## src/vsmm_consts.svh

```systemverilog
// constants for the velocity status and min/max block
// assumes inclusion by bare name from the package and the top module
`ifndef VSMM_CONSTS_SVH
`define VSMM_CONSTS_SVH
`define VSMM_STATUS_BYTES      2
`define VSMM_RECORD_BYTES      8
`define VSMM_OFS_MIN           3'h0
`define VSMM_OFS_MAX           3'h4
`define VSMM_REC_INIT          32'h00000000
`define VSMM_REC_LIMIT         32'h00989680
`define VSMM_BIT_NOVALID       0
`define VSMM_BIT_STAT0         1
`define VSMM_BIT_DYN           5
`define VSMM_BIT_MOVING        6
`define VSMM_BIT_DIR           7
`define VSMM_BIT_CMP0          8
`define VSMM_NUM_STATIC        4
`define VSMM_NUM_CMP           5
`define VSMM_STATUS_INIT       16'h0000
`endif

```

## src/vsmm_pkg.sv

```systemverilog
// types for the velocity status and min/max block
// assumes vsmm_consts.svh in the same folder
`default_nettype none
`include "vsmm_consts.svh"
package vsmm_pkg;
	typedef logic [31:0] vsmm_speed_t;
	typedef struct packed {
		logic        valid;
		logic        moving;
		logic        dir_neg;
		vsmm_speed_t speed;
	} vsmm_sample_s;
	typedef struct packed {
		logic [3:0]  en;
		logic [3:0]  below;
		logic [63:0] limits;
	} vsmm_static_cfg_s;
	typedef struct packed {
		logic        en;
		logic        below;
		logic [15:0] limit;
	} vsmm_dyn_cfg_s;
	typedef enum logic [1:0] {
		VSMM_IDLE = 2'b00,
		VSMM_FIRST = 2'b01,
		VSMM_TRACK = 2'b10
	} vsmm_rec_e;
endpackage
`default_nettype wire

```

## src/vsmm_limit_cmp.sv

```systemverilog
// one velocity limit comparator with direction select
// assumes speed and limit in the same scaled unit, same clock
`timescale 1ns/10ps
`default_nettype none
module vsmm_limit_cmp
	import vsmm_pkg::*;
(
	input  wire logic        sys_clk,
	input  wire logic        rst_n,
	input  wire logic        en,
	input  wire logic        below,
	input  wire logic        valid,
	input  wire logic [15:0] limit,
	input  wire logic [31:0] speed,
	output logic             hit_q
);
	wire logic above_w = speed > {16'h0000, limit};
	wire logic under_w = speed < {16'h0000, limit};
	wire logic hit_d   = en & valid & (below ? under_w : above_w);
	always_ff @(posedge sys_clk or negedge rst_n) begin
		if (!rst_n) begin
			hit_q <= 1'b0;
		end else begin
			hit_q <= hit_d;
		end
	end
endmodule
`default_nettype wire

```

## src/vsmm_top.sv

```systemverilog
// velocity status word and min/max velocity record
// assumes samples, limit setup and record commands on sys_clk
// Summary of operation
// - status word is two bytes wide for the master.
// - bit 0 flags that no valid velocity was determined.
// - four static limit flags, one per configured limit.
// - one flag for the dynamic limit being violated.
// - limit flag is one only while beyond limit in chosen direction.
// - movement flag follows current motion detection.
// - direction bit means something only while bit 6 is set.
// - per limit, a flag shows whether comparison is active.
// - largest and smallest velocity are tracked and reported.
// - record start and stop come from the measurement control input.
// - reset command returns both records to their init value.
// - minimum record, unsigned 32 bits at offset 0, init zero.
// - maximum record, unsigned 32 bits at offset 4, init zero.
// - eight-byte record block is read as one consistent snapshot when the min word is read first.
// - comparison-active flag is zero inactive, one active.
// - crossing a static limit sets its status flag.
`timescale 1ns/10ps
`default_nettype none
`include "vsmm_consts.svh"
module vsmm_top
	import vsmm_pkg::*;
(
	input  wire logic              sys_clk,
	input  wire logic              resetn,
	input  wire vsmm_pkg::vsmm_sample_s     sample,
	input  wire logic              sample_stb,
	input  wire vsmm_pkg::vsmm_static_cfg_s static_cfg,
	input  wire vsmm_pkg::vsmm_dyn_cfg_s    dyn_cfg,
	input  wire logic              rec_start,
	input  wire logic              rec_stop,
	input  wire logic              rec_clear,
	input  wire logic              rd_stb,
	input  wire logic [2:0]        rd_ofs,
	output logic [15:0]            status_q,
	output logic [31:0]            rd_data_q,
	output logic                   rd_valid_q
);
	import vsmm_pkg::*;

	logic        rst_s1_q;
	logic        rst_n_q;
	vsmm_rec_e   st_q;
	vsmm_rec_e   st_d;
	vsmm_speed_t min_q;
	vsmm_speed_t max_q;
	vsmm_speed_t min_d;
	vsmm_speed_t max_d;
	vsmm_speed_t snap_max_q;
	logic [15:0] status_d;
	logic [4:0]  hit_w;

	// reset release is synchronised so every flop behind the two-stage synchroniser leaves reset on the same edge
	always_ff @(posedge sys_clk or negedge resetn) begin
		if (!resetn) begin
			rst_s1_q <= 1'b0;
			rst_n_q  <= 1'b0;
		end else begin
			rst_s1_q <= 1'b1;
			rst_n_q  <= rst_s1_q;
		end
	end

	// static comparators
	// limitation: no hysteresis or position window, a flag follows the raw comparison
	genvar gi;
	generate
		for (gi = 0; gi < `VSMM_NUM_STATIC; gi = gi + 1) begin : g_stat
			vsmm_limit_cmp u_cmp (
				.sys_clk (sys_clk),
				.rst_n   (rst_n_q),
				.en      (static_cfg.en[gi]),
				.below   (static_cfg.below[gi]),
				.valid   (sample.valid),
				.limit   (static_cfg.limits[gi*16 +: 16]),
				.speed   (sample.speed),
				.hit_q   (hit_w[gi])
			);
		end
	endgenerate

	vsmm_limit_cmp u_dyn (
		.sys_clk (sys_clk),
		.rst_n   (rst_n_q),
		.en      (dyn_cfg.en),
		.below   (dyn_cfg.below),
		.valid   (sample.valid),
		.limit   (dyn_cfg.limit),
		.speed   (sample.speed),
		.hit_q   (hit_w[4])
	);

	// status word assembly; upper unused bits read zero
	// direction forced low while standing so a careless master sees a stable value
	wire logic       dir_w     = sample.moving & sample.dir_neg;
	wire logic [4:0] cmp_act_w = {dyn_cfg.en, static_cfg.en};
	always_comb begin
		status_d = `VSMM_STATUS_INIT;
		status_d[`VSMM_BIT_NOVALID] = ~sample.valid;
		status_d[`VSMM_BIT_STAT0 +: `VSMM_NUM_STATIC] = hit_w[3:0];
		status_d[`VSMM_BIT_DYN] = hit_w[4];
		status_d[`VSMM_BIT_MOVING] = sample.moving;
		status_d[`VSMM_BIT_DIR] = dir_w;
		status_d[`VSMM_BIT_CMP0 +: `VSMM_NUM_CMP] = cmp_act_w;
	end

	// record control
	// clear outranks stop and a sample arriving in the same cycle; a start with it still arms recording
	wire logic good_w = sample_stb & sample.valid;
	always_comb begin
		st_d = st_q;
		case (st_q)
			VSMM_IDLE:  begin
				if (rec_start) begin
					st_d = VSMM_FIRST;
				end
			end
			VSMM_FIRST: begin
				if (rec_stop) begin
					st_d = VSMM_IDLE;
				end else if (good_w) begin
					st_d = VSMM_TRACK;
				end
			end
			VSMM_TRACK: begin
				if (rec_stop) begin
					st_d = VSMM_IDLE;
				end
			end
			default: st_d = VSMM_IDLE;
		endcase
		if (rec_clear) begin
			st_d = (st_q == VSMM_IDLE && !rec_start) ? VSMM_IDLE : VSMM_FIRST;
		end
	end

	// speeds above the record range are pinned to its top so a read never leaves the range
	wire logic [31:0] spd_w = (sample.speed > `VSMM_REC_LIMIT) ? `VSMM_REC_LIMIT : sample.speed;
	wire logic load_w = (st_q == VSMM_FIRST) & good_w & ~rec_stop & ~rec_clear;
	wire logic trk_w  = (st_q == VSMM_TRACK) & good_w & ~rec_stop & ~rec_clear;

	always_comb begin
		min_d = min_q;
		max_d = max_q;
		if (rec_clear) begin
			min_d = `VSMM_REC_INIT;
			max_d = `VSMM_REC_INIT;
		end else if (load_w) begin
			min_d = spd_w;
			max_d = spd_w;
		end else if (trk_w) begin
			if (spd_w < min_q) begin
				min_d = spd_w;
			end
			if (spd_w > max_q) begin
				max_d = spd_w;
			end
		end
	end

	// state, records and status share one reset but sit in separate short blocks
	always_ff @(posedge sys_clk or negedge rst_n_q) begin
		if (!rst_n_q) begin
			st_q <= VSMM_IDLE;
		end else begin
			st_q <= st_d;
		end
	end

	always_ff @(posedge sys_clk or negedge rst_n_q) begin
		if (!rst_n_q) begin
			min_q <= `VSMM_REC_INIT;
			max_q <= `VSMM_REC_INIT;
		end else begin
			min_q <= min_d;
			max_q <= max_d;
		end
	end

	always_ff @(posedge sys_clk or negedge rst_n_q) begin
		if (!rst_n_q) begin
			status_q <= `VSMM_STATUS_INIT;
		end else begin
			status_q <= status_d;
		end
	end

	// offset decode shared by both record words
	function automatic logic vsmm_ofs_hit(input logic stb, input logic [2:0] ofs, input logic [2:0] want);
		vsmm_ofs_hit = stb & (ofs == want);
	endfunction

	// min word read freezes max so both words come from one update
	wire logic        rd_min_w = vsmm_ofs_hit(rd_stb, rd_ofs, `VSMM_OFS_MIN);
	wire logic        rd_max_w = vsmm_ofs_hit(rd_stb, rd_ofs, `VSMM_OFS_MAX);
	wire logic [31:0] rd_d     = rd_min_w ? min_q : (rd_max_w ? snap_max_q : 32'h00000000);

	// a max read alone returns the copy taken at the last min read, never the live record
	always_ff @(posedge sys_clk or negedge rst_n_q) begin
		if (!rst_n_q) begin
			snap_max_q <= `VSMM_REC_INIT;
		end else if (rd_min_w) begin
			snap_max_q <= max_q;
		end
	end

	always_ff @(posedge sys_clk or negedge rst_n_q) begin
		if (!rst_n_q) begin
			rd_data_q  <= 32'h00000000;
			rd_valid_q <= 1'b0;
		end else begin
			rd_data_q  <= rd_d;
			rd_valid_q <= rd_stb;
		end
	end
endmodule
`default_nettype wire

```

## config.mk

```make
export PLATFORM = sky130hd
export DESIGN_NAME = vsmm_top
export DESIGN_NICKNAME = d
export VERILOG_FILES = /design/src/vsmm_pkg.sv /design/src/vsmm_limit_cmp.sv /design/src/vsmm_top.sv
export VERILOG_INCLUDE_DIRS = /design/src
export SDC_FILE = /design/constraint.sdc
export NUM_CORES = 1
export LEC_CHECK = 0
export ABC_AREA = 1
export BUFFER_PORTS_ARGS = -buffer_cell sky130_fd_sc_hd__buf_2
export CAP_MARGIN = 10
export CORE_AREA = 3 3 139 209
export CTS_CLUSTER_DIAMETER = 100
export DETAILED_ROUTE_END_ITERATION = 10
export DIE_AREA = 0 0 142 212
export SLEW_MARGIN = 25
export SYNTH_ARGS = -nofsm -noshare
export SYNTH_HDL_FRONTEND = slang
export SYNTH_SLANG_ARGS = --single-unit
export TNS_END_PERCENT = 100
```

## constraint.sdc

```tcl
create_clock -name sys_clk -period 8.6 [get_ports sys_clk]
set_input_delay 0.43 -clock sys_clk [delete_from_list [all_inputs] [get_ports sys_clk]]
set_output_delay 0.43 -clock sys_clk [all_outputs]
set_load 0.01 [all_outputs]
```

==> results by group <==
Status
  – Outcome: finished clean

GRT
  – Maximum number of pins on one net before global-route repair: between 90 and 100
  – Number of global-route vias before repair: 8620
  – Number of antenna violations at the first check in global routing: 0
  – Aggregate global-route resource usage: 18.28%
  – Global route overflow: 0
  – First-pass GRT wire length: ~43 mm

Timing
  – Setup tns final: 0 ns
  – Largest clock skew in the final design: between 0.01 and 0.015 ns
  – Least-Margin Pin Slew: 0.8690 ns
  – Relative slew slack: 41.25%
  – Share of the clock period used by the worst path: between 50% and 60%
  – Final setup viols: 0
  – Minimum period implied by the final worst setup slack: 4.711 ns
  – RSZ-0062 raised after global routing: no
  – Final Slew Violations: 0
  – Final hold violation count: 0
  – Maximum frequency from static timing analysis: 212.3 MHz

Worst setup path
  – Internal reg-to-reg setup slack: 5.54 ns
  – Critical path type: in -> reg
  – Source of the worst register-to-register timing path: min_q[17]
  – Critical path startpoint category: input pin
  – Required time of the critical path: 8.96 ns
  – Largest stage delay on the critical path: 0.75 ns
  – R2r worst-path depth: 13
  – Slowest cell on the critical path: sky130_fd_sc_hd__nand2_2
  – Arrival time of the worst setup path: 5.07 ns
  – Worst Path Max Fanout: 32
  – Reg-to-reg endpoint: min_q[17]
  – Critical Path Sink Type: register
  – Cell Chain, Critical Path: buf_2, inv_1, nand3_1, nor3_1, nand2_1, nand2_2, clkinv_1, buf_4, nor2_1, ha_1, a21oi_1, o21ai_0, a21oi_1, nor2_1, o21bai_1, a21oi_1, nor3_1, nand2_2, nand2_2, nand2_1, nand2_1

Clock network
  – Number of post-CTS setup repair buffers: 0
  – Source-to-sink clock delay at the later pin of the worst-skew pair: 0.43 ns
  – Clock buffer count from CTS: 17
  – Clock tree from TritonCTS: built
  – Level count of the clock H-tree: 4
  – CTS root buf: sky130_fd_sc_hd__clkbuf_16
  – # clock sinks: 151
  – Largest buffer count on any clock path: 2
  – Worst-path clk slew: 0.07 ns

Die
  – Number of placement rows: 74
  – Initial cell density of the core: a little over a third
  – Area of the core: 27310 um2
  – DIE AREA: 30100 um2
  – Die Y-Extent: 212 um
  – Top-level I/O count: 184
  – Die span in x: 142 um

Drt
  – ANT nets after route: 0
  – Vias: roughly 8400
  – Total iterations of the first detailed-routing run: 5
  – DRT Wirelength: 26.70 mm
  – Number of DRC violations after detailed routing: 0
  – Number of DRC violations after detailed-routing iteration 0: between 400 and 500
  – WL met1: 10.73 mm
  – Post-detailed-route wirelength per cell: 15.50 um
  – Highest Signal Layer: met4
  – Total length of routed met3 wires: 1.266 mm
  – Met2 WL: 13.38 mm
  – Via density per instance: a little under 5

Finish
  – Count of filler cells inserted in the layout: approximately 2800
  – Diodes inserted: 0
  – Synth-to-layout area growth: 19.35%
  – Final #Nets: 1644
  – Final non-filler cell area: 11400 um2
  – Area taken by flip-flops and latches: roughly 3800 um2
  – Share of final-layout standard cells stronger than drive strength 1: roughly 17%
  – Area taken by multi-input logic gates: 4808 um2

Synthesis
  – Area share of fa/ha/maj cells after synthesis: 18.47%
  – Share of synthesized registers carrying an async set or reset: 100.0%
  – Post-synthesis simple-gate area fraction: between 10% and 20%
  – Synth Area per Inst: 8.079 um2
  – Synthesized instance count: roughly 1200
  – EDFF count, synth: 0
  – Post-synthesis compound-gate area fraction: 11.43%
  – Yosys cell types: 38
  – Number of synthesized register bits: 151
  – Main flop type after synthesis: sky130_fd_sc_hd__dfrtp_1
  – Post-synthesis instance area: around 9500 um2
  – Largest family of logic cells by synthesized area: simple AND/OR/NAND/NOR gates
  – Register area share after synthesis: 39.57%
  – Multiplexer area fraction after synthesis: 0%
  – Count of yosys warnings during synthesis: 0
  – Xor/xnor cell area share of the yosys netlist: 0%

Power
  – Leakage power total: a little over 0.006 uW
  – Peak supply drop: 141.1 uV
  – Pwr/cell area: 153.5 nW/um2
  – PnR Total Power: 1750 uW

Placed design
  – HPWL after DPL: 20.31 mm
  – Number of buffer cells added on primary ports: 180
  – Weighted congestion at the end of routability-driven global placement: around 0.89
  – Post-detailed-placement cell area: 10810 um2

Min path
  – Origin of the worst min-delay path: dyn_cfg[17]
  – Hold path cells: 1
  – Hold/Removal Path Class: in -> reg
  – Sink of the worst hold path: status_q[12]

Flow run
  – Max-cap violation count: 0
## power breakdown
group | internal [uW] | switching [uW] | total (uW) | leakage (uW)
Sequential | 736 | 13.1 | 749 | 0.00203
Clock | 413 | 327 | 739 | 0.000276
Combinational | 98.3 | 162 | 261 | 0.00385
Total | 1250 | 502 | 1750 | 0.00616
## what timing repair did
item                                   4_1_cts  5_1_grt
hold buffers                                 1        0
setup endpoints to repair                    0        0
endpoints found under the hold margin        2        0
resized for setup                            0        0
## area by class of cell
class | instances | share of cell area [%]
multi-input combinational | 787 | 42.19
timing repair buffer | 187 | 8.420
clock buffer | 18 | 3.853
clock inverter | 14 | 1.219
tap | 342 | 3.755
inverter | 224 | 7.377
sequential | 151 | 33.19
## registers in the layout, summed over array words and instances (netlist names)
name	cells
rd_data_q	32
g_stat.u_cmp.hit_q	4
u_dyn.hit_q	1
min_q	32
rst_n_q	1
snap_max_q	32
rd_valid_q	1
status_q	13
rst_s1_q	1
max_q	32
st_q	2
## Yosys cell counts (all sizes together) (2+ instances only)
library cell,number,area share [%]
conb,2,0.079
a21oi,72,3.8
nand2,239,9.6
o31ai,2,0.16
clkbuf,23,0.90
dfrtp,151,40
nand3,67,3.5
o21bai,3,0.24
nor3,26,1.4
o211ai,9,0.71
inv,223,8.8
o221ai,2,0.18
nor2,77,3.0
o22ai,32,2.1
buf,15,1.2
a31o,4,0.37
a211oi,10,0.79
a21o,2,0.16
nor4,3,0.20
nand3b,3,0.24
nand4,21,1.4
ha,141,18
o21ai,46,2.4
## metal layers
| layer | up-vias | GRT usage (%) |
|---|---|---|
| met3 | 60 | 3.128 |
| met4 | 0 | 9.536 |
| met5 | - | 0 |
| met1 | 3847 | 20.57 |
| li1 | 4223 | - |
| met2 | 240 | 32.75 |
## how the worst max path moves through the flow
stage | start | to | slack [ns] | cells past startpoint
after floorplan | rst_n_q | g_stat[0].u_cmp.hit_q | 4.08 | 0
after global placement | sample[0] | min_q[6] | 3.36 | 21
after detailed placement | sample[0] | min_q[4] | 3.42 | 21
after CTS | sample[0] | min_q[4] | 3.84 | 21
after global routing | sample[8] | min_q[3] | 3.52 | 23
final | sample[0] | min_q[17] | 3.89 | 21
## worst max-delay path, delay by kind of cell
kind	cells	cell delay [ns]
and+or+nand+nor	11	3.03
buffers and inverters	4	0.72
AOI/OAI and AO/OA	5	0.57
adders and majority gates	1	0.28
## through the flow
stage | utilization [%] | instances | setup slack (ns) | hold slack (ns)
after floorplan | - | 1200 | 4.081 | 0.1344
after global placement | 39.56 | 1690 | 3.362 | 0.1974
after detailed placement | 39.57 | 1690 | 3.418 | 0.2033
after CTS | 41.73 | 1723 | 3.842 | 0.09696
after global routing | 41.73 | 1723 | 3.516 | 0.1024
final | 41.73 | 1723 | 3.889 | 0.1146
## cell families (layout without fill, tap and decap cells)
kind of cell / count (synthesis) / count (layout)
adder cells (fa/ha/maj): 141 / 141
AND/OR/NAND/NOR: 438 / 438
flip-flops: 151 / 151
other: 2 / 20
buffers and inverters: 262 / 443
AO/OA/AOI/OAI: 188 / 188
## cell usage in the layout (no fill, tap or decap), types with 3 or more instances in the layout
| cell type | synthesis | final |
|---|---|---|
| sky130_fd_sc_hd__nand2_1 | 234 | 234 |
| sky130_fd_sc_hd__inv_1 | 221 | 221 |
| sky130_fd_sc_hd__buf_2 | 2 | 180 |
| sky130_fd_sc_hd__dfrtp_1 | 151 | 150 |
| sky130_fd_sc_hd__ha_1 | 141 | 141 |
| sky130_fd_sc_hd__nor2_1 | 77 | 77 |
| sky130_fd_sc_hd__a21oi_1 | 72 | 71 |
| sky130_fd_sc_hd__nand3_1 | 67 | 66 |
| sky130_fd_sc_hd__o21ai_0 | 46 | 46 |
| sky130_fd_sc_hd__o22ai_1 | 32 | 32 |
| sky130_fd_sc_hd__nor3_1 | 26 | 26 |
| sky130_fd_sc_hd__nand4_1 | 21 | 21 |
| sky130_fd_sc_hd__conb_1 | 2 | 20 |
| sky130_fd_sc_hd__clkbuf_16 | 0 | 17 |
| sky130_fd_sc_hd__a211oi_1 | 10 | 10 |
| sky130_fd_sc_hd__o211ai_1 | 9 | 9 |
| sky130_fd_sc_hd__inv_6 | 0 | 5 |
| sky130_fd_sc_hd__buf_4 | 8 | 5 |
| sky130_fd_sc_hd__a31o_2 | 4 | 4 |
| sky130_fd_sc_hd__nand2_2 | 3 | 3 |
| sky130_fd_sc_hd__nand3b_1 | 3 | 3 |
| sky130_fd_sc_hd__nor4_1 | 3 | 3 |
| sky130_fd_sc_hd__o21bai_1 | 3 | 3 |
| sky130_fd_sc_hd__clkinvlp_4 | 0 | 3 |
| sky130_fd_sc_hd__clkinv_4 | 0 | 3 |
No activity file was read; power rests on OpenSTA's default activity.
